## src/pkg/bpg_pkg.sv

```systemverilog
// constants and carrier types for the three-port bidirectional gpio group
package bpg_pkg;
	localparam logic [7:0] OFS_C_PINS  = 8'h00;
	localparam logic [7:0] OFS_C_LATCH = 8'h04;
	localparam logic [7:0] OFS_C_DIR   = 8'h08;
	localparam logic [7:0] OFS_D_PINS  = 8'h0c;
	localparam logic [7:0] OFS_D_LATCH = 8'h10;
	localparam logic [7:0] OFS_D_DIR   = 8'h14;
	localparam logic [7:0] OFS_E_PINS  = 8'h18;
	localparam logic [7:0] OFS_E_LATCH = 8'h1c;
	localparam logic [7:0] OFS_E_DIR   = 8'h20;
	localparam logic [7:0] OFS_PSP_CTL = 8'h24;

	localparam logic [7:0] DIR_RESET  = 8'hff;
	localparam logic [7:0] ALL_DRIVE  = 8'hff;
	localparam logic [7:0] NONE_DRIVE = 8'h00;
	localparam logic [3:0] CTL_LOW_RD = 4'h0;

	localparam int CTL_INPUT_OVERFLOW_BIT = 5;
	localparam int CTL_MODE_BIT = 4;
	localparam int STB_RD_BIT   = 0;
	localparam int STB_WR_BIT   = 1;
	localparam int STB_CS_BIT   = 2;
	localparam int SHARED_BIT   = 7;

	localparam int PORT_C = 0;
	localparam int PORT_D = 1;
	localparam int PORT_E = 2;

	typedef enum logic [1:0]
	{
		KIND_PINS  = 2'h0,
		KIND_LATCH = 2'h1,
		KIND_DIR   = 2'h2
	} bpg_kind_t;

	typedef struct packed
	{
		logic [7:0] out;
		logic [7:0] oe;
	} bpg_pad_t;

	typedef struct packed
	{
		logic input_buffer_full;
		logic output_buffer_full;
		logic input_overflow;
		logic parallel_slave_enable;
	} bpg_psp_flags_t;
endpackage

```

## src/logic/bpg_ports.sv

```systemverilog
// three 8-bit gpio ports with parallel slave mode, wishbone register access
// Operation
// direction one on second port: input, hi-z
// direction zero on second port: drive latch
// third port direction behaves identically per bit
// second port latch reads return latch
// third port latch reads/writes latch only
// pin register reads pins, writes latch
// slave enable makes second port data bus
// second port pin n is bus bit n
// third port bit 0 is read strobe
// third port bit 1 is write strobe
// third port bit 2 is chip select
// third port bit 7 shared with capture unit
// pin and latch registers not reset
// direction registers reset to all ones
// control low nibble reads zero, upper resets
// first port direction works the same way
// peripheral direction override never stored
// strobe pins forced input in slave mode
`timescale 1ns/1ps
module bpg_ports
	import bpg_pkg::*;
(
	input  wire logic               SYS_CLK,
	input  wire logic               RST,
	input  wire logic               WB_CYC_I,
	input  wire logic               WB_STB_I,
	input  wire logic               WB_WE_I,
	input  wire logic [3:0]         WB_SEL_I,
	input  wire logic [7:0]         WB_ADR_I,
	input  wire logic [31:0]        WB_DAT_I,
	output      logic [31:0]        WB_DAT_O,
	output      logic               WB_ACK_O,
	input  wire logic [7:0]         PORT_C_IN,
	output      bpg_pkg::bpg_pad_t  PORT_C_PAD,
	input  wire logic [7:0]         PORT_D_IN,
	output      bpg_pkg::bpg_pad_t  PORT_D_PAD,
	input  wire logic [7:0]         PORT_E_IN,
	output      bpg_pkg::bpg_pad_t  PORT_E_PAD,
	input  wire logic               CAPTURE_COMPARE_TWO_USE,
	input  wire logic               CAPTURE_COMPARE_TWO_DRIVE,
	input  wire logic               CAPTURE_COMPARE_TWO_OUT,
	output      logic               CAPTURE_COMPARE_TWO_CAPTURE
);
	import bpg_pkg::*;

	logic [7:0]      dir  [3];
	logic [7:0]      lat  [3];
	logic [7:0]      pins [3];
	logic [7:0]      pin_in [3];
	logic            req;
	logic            wr_go;
	logic            rd_go;
	logic [7:0]      rdata;
	logic [7:0]      psp_in;
	bpg_psp_flags_t  flags;
	logic            parallel_slave_enable;
	logic            input_buffer_full;
	logic            output_buffer_full;
	logic            input_overflow;
	logic            c_lat_written;
	logic            host_rd;
	logic            host_wr;
	logic            host_rd_q;
	logic            host_wr_q;
	logic            host_wr_end;
	logic            host_rd_end;
	logic            wr_d_data;
	logic            rd_d_pins;
	bpg_pad_t        next_c;
	bpg_pad_t        next_d;
	bpg_pad_t        next_e;

	function automatic logic [7:0] reg_ofs(input int port, input bpg_kind_t kind);
		logic [7:0] base;
		base = OFS_E_PINS;
		if (port == PORT_C)
			base = OFS_C_PINS;
		else if (port == PORT_D)
			base = OFS_D_PINS;
		unique case (kind)
			KIND_PINS:  reg_ofs = base;
			KIND_LATCH: reg_ofs = 8'(base + (OFS_C_LATCH - OFS_C_PINS));
			default:    reg_ofs = 8'(base + (OFS_C_DIR - OFS_C_PINS));
		endcase
	endfunction

	function automatic logic hits(input logic [7:0] adr, input int port, input bpg_kind_t kind);
		hits = (adr == reg_ofs(port, kind));
	endfunction

	assign pin_in[PORT_C] = PORT_C_IN;
	assign pin_in[PORT_D] = PORT_D_IN;
	assign pin_in[PORT_E] = PORT_E_IN;

	// a transfer takes effect on the edge where ack is seen high
	assign req   = WB_CYC_I & WB_STB_I;
	assign wr_go = req & WB_ACK_O & WB_WE_I & WB_SEL_I[0];
	assign rd_go = req & WB_ACK_O & ~WB_WE_I;

	always_ff @(posedge SYS_CLK)
	begin
		if (RST)
			WB_ACK_O <= 1'b0;
		else
			WB_ACK_O <= req & ~WB_ACK_O;
	end

	genvar p;
	generate
		for (p = 0; p < 3; p++)
		begin : g_port
			// direction keeps only what software wrote; overrides act on the pad
			always_ff @(posedge SYS_CLK)
			begin
				if (RST)
					dir[p] <= DIR_RESET;
				else if (wr_go && hits(WB_ADR_I, p, KIND_DIR))
					dir[p] <= WB_DAT_I[7:0];
			end

			// latch and pin sample carry no reset so they survive warm resets
			always_ff @(posedge SYS_CLK)
			begin
				if (wr_go && (hits(WB_ADR_I, p, KIND_LATCH) || hits(WB_ADR_I, p, KIND_PINS)))
					lat[p] <= WB_DAT_I[7:0];
			end

			always_ff @(posedge SYS_CLK)
			begin
				pins[p] <= pin_in[p];
			end
		end
	endgenerate

	// the c latch powers up unknown, so its pad check waits for a first write
	always_ff @(posedge SYS_CLK)
	begin
		if (RST)
			c_lat_written <= 1'b0;
		else if (wr_go && (hits(WB_ADR_I, PORT_C, KIND_LATCH)
			|| hits(WB_ADR_I, PORT_C, KIND_PINS)))
			c_lat_written <= 1'b1;
	end

	// parallel slave strobes are active low, inputs taken as synchronous
	assign host_rd = flags.parallel_slave_enable & ~PORT_E_IN[STB_RD_BIT]
		& ~PORT_E_IN[STB_CS_BIT];
	assign host_wr = flags.parallel_slave_enable & ~PORT_E_IN[STB_WR_BIT]
		& ~PORT_E_IN[STB_CS_BIT];
	assign host_wr_end = host_wr_q & ~host_wr;
	assign host_rd_end = host_rd_q & ~host_rd;
	assign wr_d_data = wr_go & (hits(WB_ADR_I, PORT_D, KIND_LATCH)
		| hits(WB_ADR_I, PORT_D, KIND_PINS));
	assign rd_d_pins = rd_go & hits(WB_ADR_I, PORT_D, KIND_PINS);

	// one driver for the flag word; every field keeps its own process
	assign flags = {input_buffer_full, output_buffer_full, input_overflow, parallel_slave_enable};

	always_ff @(posedge SYS_CLK)
	begin
		if (RST)
		begin
			host_rd_q <= 1'b0;
			host_wr_q <= 1'b0;
		end
		else
		begin
			host_rd_q <= host_rd;
			host_wr_q <= host_wr;
		end
	end

	// bus data is sampled every cycle in slave mode while write strobe and chip select are both low, and held once either returns high
	always_ff @(posedge SYS_CLK)
	begin
		if (host_wr)
			psp_in <= PORT_D_IN;
	end

	always_ff @(posedge SYS_CLK)
	begin
		if (RST)
			parallel_slave_enable <= 1'b0;
		else if (wr_go && WB_ADR_I == OFS_PSP_CTL)
			parallel_slave_enable <= WB_DAT_I[CTL_MODE_BIT];
	end

	// a host write that ends in the same cycle as the clearing read wins
	always_ff @(posedge SYS_CLK)
	begin
		if (RST)
			input_buffer_full <= 1'b0;
		else if (host_wr_end)
			input_buffer_full <= 1'b1;
		else if (rd_d_pins && flags.parallel_slave_enable)
			input_buffer_full <= 1'b0;
	end

	always_ff @(posedge SYS_CLK)
	begin
		if (RST)
			output_buffer_full <= 1'b0;
		else if (wr_d_data && flags.parallel_slave_enable)
			output_buffer_full <= 1'b1;
		else if (host_rd_end)
			output_buffer_full <= 1'b0;
	end

	// overflow is sticky until software writes it back to zero
	always_ff @(posedge SYS_CLK)
	begin
		if (RST)
			input_overflow <= 1'b0;
		else if (host_wr_end && flags.input_buffer_full)
			input_overflow <= 1'b1;
		else if (wr_go && WB_ADR_I == OFS_PSP_CTL && !WB_DAT_I[CTL_INPUT_OVERFLOW_BIT])
			input_overflow <= 1'b0;
	end

	always_comb
	begin
		next_c.oe  = ~dir[PORT_C];
		next_c.out = lat[PORT_C];
	end

	always_comb
	begin
		next_d.out = lat[PORT_D];
		if (flags.parallel_slave_enable)
			next_d.oe = host_rd ? ALL_DRIVE : NONE_DRIVE;
		else
			next_d.oe = ~dir[PORT_D];
	end

	// overrides shape the pad only, never the stored direction
	always_comb
	begin
		next_e.oe  = ~dir[PORT_E];
		next_e.out = lat[PORT_E];
		if (flags.parallel_slave_enable)
		begin
			next_e.oe[STB_RD_BIT] = 1'b0;
			next_e.oe[STB_WR_BIT] = 1'b0;
			next_e.oe[STB_CS_BIT] = 1'b0;
		end
		if (CAPTURE_COMPARE_TWO_USE)
		begin
			next_e.oe[SHARED_BIT]  = CAPTURE_COMPARE_TWO_DRIVE;
			next_e.out[SHARED_BIT] = CAPTURE_COMPARE_TWO_OUT;
		end
	end

	// pads lag their cause by one cycle since every output is registered
	always_ff @(posedge SYS_CLK)
	begin
		if (RST)
		begin
			PORT_C_PAD <= '0;
			PORT_D_PAD <= '0;
			PORT_E_PAD <= '0;
		end
		else
		begin
			PORT_C_PAD <= next_c;
			PORT_D_PAD <= next_d;
			PORT_E_PAD <= next_e;
		end
	end

	always_ff @(posedge SYS_CLK)
	begin
		if (RST)
			CAPTURE_COMPARE_TWO_CAPTURE <= 1'b0;
		else
			CAPTURE_COMPARE_TWO_CAPTURE <= PORT_E_IN[SHARED_BIT];
	end

	always_comb
	begin
		rdata = 8'h00;
		unique case (WB_ADR_I)
			OFS_C_PINS:  rdata = pins[PORT_C];
			OFS_C_LATCH: rdata = lat[PORT_C];
			OFS_C_DIR:   rdata = dir[PORT_C];
			OFS_D_PINS:  rdata = flags.parallel_slave_enable ? psp_in : pins[PORT_D];
			OFS_D_LATCH: rdata = lat[PORT_D];
			OFS_D_DIR:   rdata = dir[PORT_D];
			OFS_E_PINS:  rdata = pins[PORT_E];
			OFS_E_LATCH: rdata = lat[PORT_E];
			OFS_E_DIR:   rdata = dir[PORT_E];
			OFS_PSP_CTL: rdata = {flags, CTL_LOW_RD};
			default:     rdata = 8'h00;
		endcase
	end

	// read data is captured with the rising ack; unmapped reads return zero
	always_ff @(posedge SYS_CLK)
	begin
		if (RST)
			WB_DAT_O <= 32'h0;
		else if (req && !WB_ACK_O)
			WB_DAT_O <= {24'h0, rdata};
	end
endmodule

```

## config.mk

```make
export PLATFORM = sky130hd
export DESIGN_NAME = bpg_ports
export DESIGN_NICKNAME = d
export VERILOG_FILES = /design/src/pkg/bpg_pkg.sv /design/src/logic/bpg_ports.sv
export SDC_FILE = /design/constraint.sdc
export NUM_CORES = 1
export LEC_CHECK = 0
export ABC_AREA = 1
export ABC_CLOCK_PERIOD_IN_PS = 1900
export BUFFER_PORTS_ARGS = -buffer_cell sky130_fd_sc_hd__buf_4
export CAP_MARGIN = 40
export CORE_UTILIZATION = 51
export DETAILED_ROUTE_END_ITERATION = 6
export HOLD_SLACK_MARGIN = 0.02
export PLACE_DENSITY = 0.82
export SYNTH_ARGS = -nofsm -noshare
export SYNTH_HDL_FRONTEND = slang
export SYNTH_SLANG_ARGS = --single-unit
```

## constraint.sdc

```tcl
create_clock -name SYS_CLK -period 1.9 [get_ports SYS_CLK]
set_input_delay 0.19 -clock SYS_CLK [delete_from_list [all_inputs] [get_ports SYS_CLK]]
set_output_delay 0.19 -clock SYS_CLK [all_outputs]
set_load 0.005 [all_outputs]
```

Word level (Yosys, flattened, before mapping)

Memory sizes are Yosys's and may differ from the RTL's.
Cells that the tools add are included.

Register bits: 72
Memory bits (writable): 72
Input bits: 76
Output and inout bits: 82
Logic and storage cells: 129
Memories: 3

Add/subtract/negate cells: 2
Equal/unequal tests: 12
Muxes and demuxes: 43
Bitwise gates (word level): 28
Reduce and logical (&&, ||, !) cells: 24

Memory list:

| memory | depth | bits a word | read ports | clocked after memory_dff | wr ports | line            | RTL |
|---|---|---|---|---|---|---|---|
| dir    | 3     | 8           | 3          | 0                        | 3        | bpg_ports.sv:48 | `logic [7:0] dir [3];` |
| lat    | 3     | 8           | 3          | 0                        | 1        | bpg_ports.sv:49 | `logic [7:0] lat [3];` |
| pins   | 3     | 8           | 3          | 0                        | 3        | bpg_ports.sv:50 | `logic [7:0] pins [3];` |

Operator list:

| cell                                                                   | number |
|---|---|
| 8-bit 2-to-1 mux                                                       | 13 |
| 8-bit one-hot mux with 10 select lines                                 | 1 |
| 8-bit by 5-bit equality test with 1-bit output (second input constant) | 4 |
| 1-bit 2-to-1 mux                                                       | 27 |
| 8-bit equality test                                                    | 3 |
| 8-bit NOT                                                              | 3 |
| 8-bit by 4-bit adder with 8-bit output (second input constant)         | 2 |
| 8-bit by 4-bit equality test with 1-bit output (second input constant) | 2 |
| 8-bit by 6-bit equality test with 1-bit output (second input constant) | 2 |
| 8-bit OR reduction                                                     | 2 |
| 1-bit AND                                                              | 14 |
| 1-bit logical AND                                                      | 12 |
| 8-bit by 3-bit equality test with 1-bit output (second input constant) | 1 |
| 8-bit zero test                                                        | 1 |
| 1-bit NOT                                                              | 7 |
| 2-bit nonzero test                                                     | 3 |
| 2-bit 2-to-1 mux                                                       | 2 |
| 1-bit OR                                                               | 4 |
| 1-bit logical OR                                                       | 3 |
| 1-bit zero test                                                        | 2 |
| 2-bit OR reduction                                                     | 1 |

Depth between registers and ports, before layout

Gate-level depths: netlist of the first run.

Depth after elaboration: 10
Mapped depth: 10
Depth with buffers taken out: 9

Worst setup path before layout of the first run

OpenSTA, ideal clock, no wires.

Path kind: reg2reg
Start: register parallel_slave_enable
End: register input_buffer_full
Setup time: 0.071 ns
Arrival: 1.625 ns
Data required time: 1.829 ns
Slack: 0.204 ns
Cell stages (with the launch flop): 8
Path buffers: 1
Clock period less this slack: 1.696 ns
Cell sequence: dfxtp_1 inv_1 buf_2 nor3_1 inv_1 nand2_1 nand3_1 a21oi_1

Longest elaborated chain between the ends: 5
Elaborated cells on any way between the ends: 7
Those cells by class: 1 x mux; 4 x bitwise; 2 x reduce/logical

Ends and longest elaborated chain:

| what                                                   | line             | RTL |
|---|---|---|
| from (decl)                                            | bpg_ports.sv:58  | `logic parallel_slave_enable;` |
| from (signal assigned)                                 | bpg_ports.sv:187 | `parallel_slave_enable <= WB_DAT_I[CTL_MODE_BIT];` |
| 1-bit AND *                                            | bpg_ports.sv:150 | `assign host_wr = flags.parallel_slave_enable & ~PORT_E_IN[STB_WR_BIT]` |
| 1-bit AND *                                            | bpg_ports.sv:151 | `& ~PORT_E_IN[STB_CS_BIT];` |
| named net host_wr                                      | bpg_ports.sv:64  | `logic host_wr;` |
| 1-bit NOT *                                            | bpg_ports.sv:152 | `assign host_wr_end = host_wr_q & ~host_wr;` |
| 1-bit AND *                                            | bpg_ports.sv:152 |  |
| 1-bit 2-to-1 mux or 2-bit nonzero test (tied branches) | -                |  |
| to (signal assigned)                                   | bpg_ports.sv:194 | `input_buffer_full <= 1'b0;` |
| to (signal assigned)                                   | bpg_ports.sv:196 | `input_buffer_full <= 1'b1;` |
| to (signal assigned)                                   | bpg_ports.sv:198 | `input_buffer_full <= 1'b0;` |
| to (decl)                                              | bpg_ports.sv:59  | `logic input_buffer_full;` |

The timed path passes the listed nets; every way through them passes the cells marked *.
A chain may end at the register's enable or synchronous reset.

Final worst setup path of the first run

Start: input port CAPTURE_COMPARE_TWO_USE
End: register PORT_E_PAD[15] (netlist bit)

Longest elaborated chain between the ends: 1

Ends and longest elaborated chain:

| what                 | line             | RTL |
|---|---|---|
| from (decl)          | bpg_ports.sv:41  | `input wire logic CAPTURE_COMPARE_TWO_USE,` |
| 1-bit 2-to-1 mux     | bpg_ports.sv:248 | `if (CAPTURE_COMPARE_TWO_USE)` |
| to (signal assigned) | bpg_ports.sv:268 | `PORT_E_PAD <= next_e;` |
| to (decl)            | bpg_ports.sv:40  | `output bpg_pkg::bpg_pad_t PORT_E_PAD,` |

No other way between the ends.

==> impl_metrics.py, run 1 <==
metrics = {
    "pwr": {
        "power_leakage_nw": 3.25,
        "total_power_mw": 6.57,
        "cellPowerDensity_mw_per_mm2": 907,
        "ir_drop_mv": 0.731,
    },
    "sta": {
        "finalHoldViolations": 0,
        "rsz0062_at_grt": "false",
        "layout_setup_ws_ns": 0.166,
        "skew_ns": 0.00940,
        "fmax_ghz": 0.577,
        "min_period_ns": 1.73,
        "fin_crit_sh_pct": 91.3,
        "fin_setup_tns_ns": 0,
        "setup_violations": 0,
        "finalMaxSlewViolations": 0,
    },
    "clocking": {
        "cts_made_buffers": 17,
        "cts_root_buffer": "clkbuf_8",
        "htreeDepth": 4,
        "cts_sinks": 144,
        "cts_tree": "yes",
        "clk_path_buf_depth": 2,
        "cts_setup_buffers": 0,
        "clkLatencyLatePin_ns": 0.53,
        "path_clk_slew_ns": 0.06,
    },
    "placed_design": {
        "dpl.hpwl_um": 9440,
        "place_area_mm2": 0.00634,
        "gp_congestion": 0.956,
        "placement.io_buffers": 106,
        "place_ws_ns": 0.178,
    },
    "hold_path": {
        "hold_end": "input_buffer_full",
        "min_from": "WB_WE_I",
        "hold_path_depth": 5,
        "hold_class": "in2reg",
    },
    "yosys": {
        "syn_inst": 561,
        "synth_top_family_by_area": "simple AND/OR/NAND/NOR gates",
        "synth_cell_types": 28,
        "synth_area_mm2": 0.00548,
        "synth_top_cells_by_count": "109 x nand2_1, 88 x dfxtp_1, 74 x nor2_1",
        "synthAdderAreaFrac_pct": 0,
        "synth_top_area_share_pct": 32.1,
        "yosysSeqAreaShare_pct": 62.8,
        "synthTopCellsByArea": "dfxtp_1 32%, edfxtp_1 31%, nand2_1 7.5%",
        "synth_warnings": 0,
        "synthXorXnorAreaFrac_pct": 0,
        "yosys.area_share.simple_pct": 23.1,
        "ys_seq_elements": 144,
        "yosysMostFrequentCell": "nand2_1",
        "ys.flop_type": "dfxtp_1",
        "synth_edf_count": 56,
        "muxShareOfSynthArea_pct": 0,
        "synth_compound_area_share_pct": 3.86,
        "postSynthAreaPerCell_um2": 9.78,
        "async_flop_share_pct": 0,
        "yosysTopAreaCell": "dfxtp_1",
    },
    "setup_path": {
        "cp.required_ns": 2.37,
        "cp.depth": 7,
        "critical-path-top-delay-family": "buffers and inverters",
        "crit_chain": "dlygate4sd3_1 -> buf_4 -> inv_1 -> nor2_1 -> dlygate4sd3_1 -> nor2_1 -> dlygate4sd3_1",
        "cp.arrival_ns": 2.20,
        "r2r_end": "dir[0][0]",
        "path_buf_inv": 5,
        "r2r-start": "WB_ACK_O",
        "worstSetupStartpointType": "input pin",
        "rrSetupSlack_ns": 0.23,
        "cpMostUsedCell": "dlygate4sd3_1",
        "crit_path_max_incr_delay_ns": 0.56,
        "critPathCaptureType": "flop",
        "cp_max_fo": 3,
        "slowest_stage": "dlygate4sd3_1",
        "critPathKind": "in2reg",
        "rr_worst_depth": 4,
    },
    "floorplan": {
        "io_pins": 158,
        "die_area_mm2": 0.0112,
        "fp.dieH_um": 106,
        "die-width_um": 106,
        "rows": 37,
        "core_area_mm2": 0.0104,
        "initial_utilization_pct": 52.9,
    },
    "route": {
        "drc": 0,
        "dr.pass1.iters": 6,
        "routed_via_density": 5.07,
        "routedWlPerCell_um": 15.8,
        "ant_nets": 0,
        "wl_um": 13700,
        "drt_iter0_drc": 504,
        "vias": 4403,
    },
    "status": {
        "outcome": "complete, no violations",
    },
    "final_layout": {
        "final_layout_size_suffix_gt1_share_pct": 24.3,
        "fin_area_mm2": 0.00724,
        "utilization_pct": 69.9,
        "nNetsFinal": 795,
        "nFillCells": 744,
        "diodes": 0,
        "area_growth_pct": 32.1,
    },
    "run": {
        "maxCapViolations": 0,
    },
    "global_route": {
        "track_usage_pct": 26.2,
        "antenna_found_initial": 0,
        "grt_first_pass_wirelength_um": 21600,
        "first_global_vias": 4284,
        "gr-total-overflow": 0,
        "grt_max_degree": 33,
    },
}
==> cell usage in the layout, fill, tap and decap left out, drive strengths merged <==
| cell type | synthesis | layout |
|---|---|---|
| nand2 | 115 | 115 |
| edfxtp | 56 | 56 |
| clkinv | 1 | 6 |
| inv | 61 | 62 |
| a21oi | 15 | 15 |
| dfxtp | 88 | 88 |
| nor2 | 83 | 83 |
| conb | 1 | 24 |
| clkbuf | 5 | 23 |
| buf | 38 | 121 |
| o21ai | 19 | 19 |
| dlygate4sd3 | 0 | 38 |
| nand3 | 76 | 76 |
| clkinvlp | 0 | 3 |
| nor3 | 3 | 3 |
==> worst min-delay path: stages <==
cell,delay (ns)
buf_4,0.09
nor3_1,0.05
nand2_1,0.06
nand3_1,0.06
a21oi_1,0.12
==> metal layers <==
layer | GRT usage, % | up-vias | share of wire [%]
met5 | 0 | - | 0
met4 | 13.7 | 0 | 3.8
met3 | 6.68 | 43 | 9.1
met2 | 42.6 | 277 | 49
met1 | 32.0 | 2018 | 38
li1 | - | 2065 | -
==> final cells by class <==
cell class                 count  area [um^2]  share of cell area [%]
sequential                   144         3440                    47.5
clock buffer                  23          468                    6.46
clock inverter                 9         60.1                   0.829
inverter                      62          233                    3.21
multi-input combinational    335         1570                    21.7
timing repair buffer         159         1300                    18.0
tap                          136          170                    2.35
==> power breakdown <==
part	internal, mW	switching [mW]
clock network	1.71	1.22
logic	0.175	0.190
registers	3.26	0.0194
==> per-stage QoR <==
step / cells / hold WS [ns]
2_1_floorplan: 584 / 0.218
3_3_place_gp: 798 / 0.296
3_5_place_dp: 798 / 0.295
4_1_cts: 868 / 0.0375
5_1_grt: 868 / 0.105
6_report: 868 / 0.0657
==> how the worst max path moves through the flow <==
stage / from / end / slack (ns)
floorplan: parallel_slave_enable / input_buffer_full / 0.20
global placement: WB_ADR_I[7] / WB_DAT_O[3] / 0.25
detailed placement: WB_ADR_I[7] / WB_DAT_O[3] / 0.18
CTS: CAPTURE_COMPARE_TWO_USE / PORT_E_PAD[15] / 0.19
global route: WB_ACK_O / dir[2][3] / 0.09
finish: CAPTURE_COMPARE_TWO_USE / PORT_E_PAD[15] / 0.17
==> flip-flops by register name, indices dropped and copies added (netlist names) <==
register,cells
CAPTURE_COMPARE_TWO_CAPTURE,1
PORT_C_PAD,16
PORT_D_PAD,16
PORT_E_PAD,16
WB_ACK_O,1
WB_DAT_O,8
dir,24
host_rd_q,1
host_wr_q,1
input_buffer_full,1
input_overflow,1
lat,24
output_buffer_full,1
parallel_slave_enable,1
pins,24
psp_in,8
==> logic make-up (layout without fill, tap and decap cells) <==
kind of cell	Yosys count	count (layout)
buffers and inverters	105	253
DFF	144	144
other	1	24
and+or+nand+nor	277	277
AOI/OAI and AO/OA	34	34
==> repair_timing <==
action / 4_1_cts / 5_1_grt
hold buffers: 38 / 0
gates resized for setup: 0 / 0
hold endpoints to repair: 92 / 0
Power figures use the tool's default switching activity.
==> run 2: changes to the inputs <==
--- a/config.mk
+++ b/config.mk
@@ -9,6 +9,7 @@
 export ABC_CLOCK_PERIOD_IN_PS = 1900
 export BUFFER_PORTS_ARGS = -buffer_cell sky130_fd_sc_hd__buf_4
 export CAP_MARGIN = 40
+export CORE_ASPECT_RATIO = 0.7
 export CORE_UTILIZATION = 51
 export DETAILED_ROUTE_END_ITERATION = 6
 export HOLD_SLACK_MARGIN = 0.02
==> run 2 against run 1 <==
Against the previous run: critical path depth down 2; worst hold slack worse by 0.015 ns; setup slack better by 0.083 ns; largest cell class unchanged; critical path type is now reg2reg.
==> impl_metrics.py, run 2 (synthesized netlist as in run 1, its figures left out) <==
metrics = {
    "sta": {
        "min_period_ns": 1.65,
        "fmax_ghz": 0.606,
        "finalMaxSlewViolations": 0,
        "fin_setup_tns_ns": 0,
        "rsz0062_at_grt": "false",
        "skew_ns": 0.00768,
        "setup_violations": 0,
        "fin_crit_sh_pct": 86.9,
        "finalHoldViolations": 0,
        "layout_setup_ws_ns": 0.249,
    },
    "hold_path": {
        "hold_class": "in2reg",
        "min_from": "CAPTURE_COMPARE_TWO_OUT",
        "hold_end": "PORT_E_PAD[15]",
        "hold_path_depth": 3,
    },
    "final_layout": {
        "area_growth_pct": 32.0,
        "reg_top3": "dir: 24 flops, lat: 24 flops, pins: 24 flops",
        "final_common_cell": "buf_4",
        "diodes": 0,
        "nNetsFinal": 788,
        "final_cell_mix": "119 x buf_4, 109 x nand2_1, 88 x dfxtp_1",
        "final_layout_size_suffix_gt1_share_pct": 25.0,
    },
    "route": {
        "routed_via_density": 5.00,
        "wl_um": 13500,
        "dr.pass1.iters": 5,
        "ant_nets": 0,
        "vias": 4288,
        "drc": 0,
        "drt_iter0_drc": 375,
        "routedWlPerCell_um": 15.8,
    },
    "run": {
        "maxCapViolations": 0,
    },
    "clocking": {
        "clkLatencyLatePin_ns": 0.41,
        "cts_tree": "yes",
        "cts_root_buffer": "clkbuf_16",
        "htreeDepth": 4,
        "path_clk_slew_ns": 0.06,
        "clk_path_buf_depth": 2,
        "cts_made_buffers": 17,
        "cts_sinks": 144,
    },
    "floorplan": {
        "die_area_mm2": 0.0112,
        "die-width_um": 126,
        "rows": 31,
        "io_pins": 158,
        "core_area_mm2": 0.0104,
        "initial_utilization_pct": 52.8,
        "fp.dieH_um": 88.8,
    },
    "setup_path": {
        "worstSetupStartpointType": "flop",
        "critPathCaptureType": "flop",
        "cp.required_ns": 2.04,
        "critPathKind": "reg2reg",
        "r2r_end": "dir[2][2]",
        "rr_worst_depth": 5,
        "cp.arrival_ns": 1.79,
        "rrSetupSlack_ns": 0.25,
        "r2r-start": "WB_ACK_O",
        "cp_max_fo": 8,
    },
    "global_route": {
        "antenna_found_initial": 0,
        "grt_max_degree": 34,
        "globalRouteMet3Util_pct": 6.77,
        "grt-busiest-layer": "met2",
        "track_usage_pct": 25.7,
        "first_global_vias": 4146,
        "grt_first_pass_wirelength_um": 21300,
        "grtUsageMet1_pct": 34.8,
        "use_met2_pct": 41.2,
        "gr-total-overflow": 0,
    },
    "placed_design": {
        "gp_congestion": 0.904,
        "place_ws_ns": 0.188,
        "placement.io_buffers": 106,
        "dpl.hpwl_um": 9510,
    },
    "status": {
        "outcome": "complete, no violations",
    },
    "pwr": {
        "power_leakage_nw": 3.24,
        "total_power_mw": 6.93,
        "cellPowerDensity_mw_per_mm2": 957,
        "ir_drop_mv": 0.944,
    },
}
==> run 2: area by class of cell <==
class	count	area, um^2
tap	132	165
multi-input combinational	335	1570
timing repair buffer	152	1230
clock buffer	19	443
fill	752	3160
clock inverter	13	149
sequential	144	3440
inverter	62	233
==> run 2: metal layers <==
metal	part of all wire, %	vias to the layer above
met3	8.8	21
met4	1.6	0
met5	0	-
met1	44	1992
li1	-	2046
met2	46	229
==> run 2: report_power, final <==
group / internal [mW] / switching, mW
Clock: 1.99 / 1.31
Sequential: 3.25 / 0.0187
Combinational: 0.166 / 0.185
Total: 5.41 / 1.52
==> run 2: critical path, cell delays in order (launching register included) <==
cell     delay (ns)
dfxtp_1        0.36
nand3_1        0.14
nor2_2         0.26
nand3_1        0.16
nor2_2         0.33
nand2_1        0.14
==> run 2: how the worst max path moves through the flow <==
stage / start / endpoint / slack [ns] / depth (start not counted)
floorplan: parallel_slave_enable / input_buffer_full / 0.20 / 7
global placement: WB_ACK_O / dir[0][2] / 0.24 / 4
detailed placement: WB_ACK_O / dir[0][1] / 0.19 / 4
CTS: WB_ACK_O / dir[0][1] / 0.17 / 4
global route: WB_ACK_O / dir[2][2] / 0.13 / 5
finish: WB_ACK_O / dir[2][2] / 0.25 / 5
==> run 2: metrics by stage <==
stage          instance area, um^2  hold WS [ns]  cells  util (%)
2_1_floorplan                 5570         0.218    584         -
3_3_place_gp                  6320         0.296    793      60.8
3_5_place_dp                  6320         0.296    793      60.8
4_1_cts                       7240        0.0287    857      69.6
5_1_grt                       7240        0.0665    857      69.6
6_report                      7240        0.0508    857      69.6
==> run 2: what timing repair did <==
item                                    in CTS  in global routing
endpoints found under the setup margin       0                  2
hold buffers                                32                  0
resized for setup                            0                  1
setup buffers                                0                  0
hold endpoints to repair                    57                  0
==> run 3: changes to the inputs <==
--- a/config.mk
+++ b/config.mk
@@ -13,7 +13,7 @@
 export CORE_UTILIZATION = 51
 export DETAILED_ROUTE_END_ITERATION = 6
 export HOLD_SLACK_MARGIN = 0.02
-export PLACE_DENSITY = 0.82
+export PLACE_DENSITY = 0.81
 export SYNTH_ARGS = -nofsm -noshare
 export SYNTH_HDL_FRONTEND = slang
 export SYNTH_SLANG_ARGS = --single-unit
==> run 3 against run 2 <==
Against the previous run: design area is 1.3% higher; die area is the same; worst hold slack better by 0.048 ns; utilization grew 0.88 points; register-to-register slack about the same; routed wire length increased by 2.4%; largest cell class unchanged; power up 6.7%; critical path depth stayed put; combinational power hardly changed.
==> impl_metrics.py, run 3 (synthesized netlist as in run 1, its figures left out) <==
metrics = {
    "status": {
        "outcome": "complete, no violations",
    },
    "final_layout": {
        "area_growth_pct": 33.7,
        "final_cell_mix": "119 x buf_4, 107 x nand2_1, 88 x dfxtp_1",
        "reg_top3": "dir: 24 flops, lat: 24 flops, pins: 24 flops",
        "utilization_pct": 70.5,
        "diodes": 0,
        "final_layout_size_suffix_gt1_share_pct": 25.1,
        "fin_area_mm2": 0.00733,
        "final_common_cell": "buf_4",
        "nNetsFinal": 788,
    },
    "setup_path": {
        "worstSetupStartpointType": "flop",
        "crit_path_max_incr_delay_ns": 0.36,
        "cp.arrival_ns": 1.81,
        "cp_max_fo": 8,
        "cp.required_ns": 2.05,
        "slowest_stage": "dfxtp_1",
        "crit_chain": "nand3_1 -> nor2_2 -> nand3_1 -> nor2_2 -> nand2_1",
        "path_buf_inv": 0,
        "critPathKind": "reg2reg",
        "critical-path-top-delay-family": "simple AND/OR/NAND/NOR gates",
        "critPathCaptureType": "flop",
    },
    "clocking": {
        "cts_tree": "yes",
        "clk_path_buf_depth": 2,
        "clkLatencyLatePin_ns": 0.42,
        "cts_sinks": 144,
        "cts_root_buffer": "clkbuf_16",
        "path_clk_slew_ns": 0.06,
        "cts_made_buffers": 17,
        "htreeDepth": 4,
    },
    "global_route": {
        "gr-total-overflow": 0,
        "grt_max_degree": 38,
        "track_usage_pct": 26.0,
        "antenna_found_initial": 0,
        "grt_first_pass_wirelength_um": 21100,
        "first_global_vias": 4088,
    },
    "hold_path": {
        "hold_class": "in2reg",
    },
    "route": {
        "vias": 4336,
        "routed_via_density": 5.06,
        "ant_nets": 0,
        "routedWlPerCell_um": 16.2,
        "dr.pass1.iters": 5,
        "wl_um": 13900,
        "drc": 0,
        "drt_iter0_drc": 367,
    },
    "sta": {
        "setup_violations": 0,
        "fin_crit_sh_pct": 87.4,
        "finalMaxSlewViolations": 0,
        "min_period_ns": 1.66,
        "holdWs_ns": 0.0985,
        "fin_setup_tns_ns": 0,
        "skew_ns": 0.00940,
        "rsz0062_at_grt": "false",
        "finalHoldViolations": 0,
        "fmax_ghz": 0.602,
    },
    "pwr": {
        "power_leakage_nw": 3.29,
        "total_power_mw": 7.39,
        "ir_drop_mv": 0.767,
        "cellPowerDensity_mw_per_mm2": 1010,
    },
    "placed_design": {
        "gp_congestion": 0.893,
        "placement.io_buffers": 106,
        "dpl.hpwl_um": 9350,
        "place_area_mm2": 0.00632,
    },
    "floorplan": {
        "initial_utilization_pct": 52.8,
        "core_area_mm2": 0.0104,
        "io_pins": 158,
        "die_area_mm2": 0.0112,
        "die-width_um": 126,
        "rows": 31,
        "fp.dieH_um": 88.8,
    },
    "run": {
        "maxCapViolations": 0,
    },
}
-- run 3: routing by layer --
| metal | up-vias | wire length [um] | GRT usage [%] |
|---|---|---|---|
| li1 | 2050 | - | - |
| met1 | 2024 | 5990 | 34.2 |
| met2 | 240 | 6340 | 41.8 |
| met3 | 22 | 1290 | 7.44 |
| met4 | 0 | 253 | 9.42 |
| met5 | - | 0 | 0 |
-- run 3: layout make-up --
| class | instances | area (um^2) |
|---|---|---|
| sequential | 144 | 3440 |
| tap | 132 | 165 |
| timing repair buffer | 152 | 1230 |
| multi-input combinational | 335 | 1580 |
| fill | 764 | 3070 |
| inverter | 62 | 233 |
| clock buffer | 22 | 485 |
| clock inverter | 10 | 193 |
-- run 3: power breakdown --
group	internal, mW	switching (mW)	leakage [nW]
clock network	2.50	1.26	0.327
logic	0.164	0.190	1.77
registers	3.26	0.0187	1.19
-- run 3: worst min-delay path, stage by stage --
cell and delay, ns:
buf_4 0.08, nor2_1 0.03, nor2_1 0.15
-- run 3: final timing paths --
check / cells past startpoint / to / slack (ns) / from
worst max register to register: 5 / dir[2][4] / 0.24 / WB_ACK_O
worst min-delay path: 3 / PORT_E_PAD[15] / 0.1 / CAPTURE_COMPARE_TWO_OUT
worst max-delay path: 5 / dir[2][4] / 0.24 / WB_ACK_O
worst min register to register: 1 / PORT_C_PAD[0] / 0.44 / dir[0][0]
-- run 3: per-stage QoR --
stage | setup slack, ns | cells
floorplan | 0.204 | 584
detailed placement | 0.109 | 793
finish | 0.240 | 857
global route | 0.109 | 857
CTS | 0.102 | 857
global placement | 0.194 | 793
-- run 3: repair_timing --
item | 4_1_cts | 5_1_grt
hold buffers | 32 | 0
buffers inserted | 0 | 0
resized for setup | 0 | 3
endpoints found under the hold margin | 57 | 0
setup endpoints to repair | 0 | 15
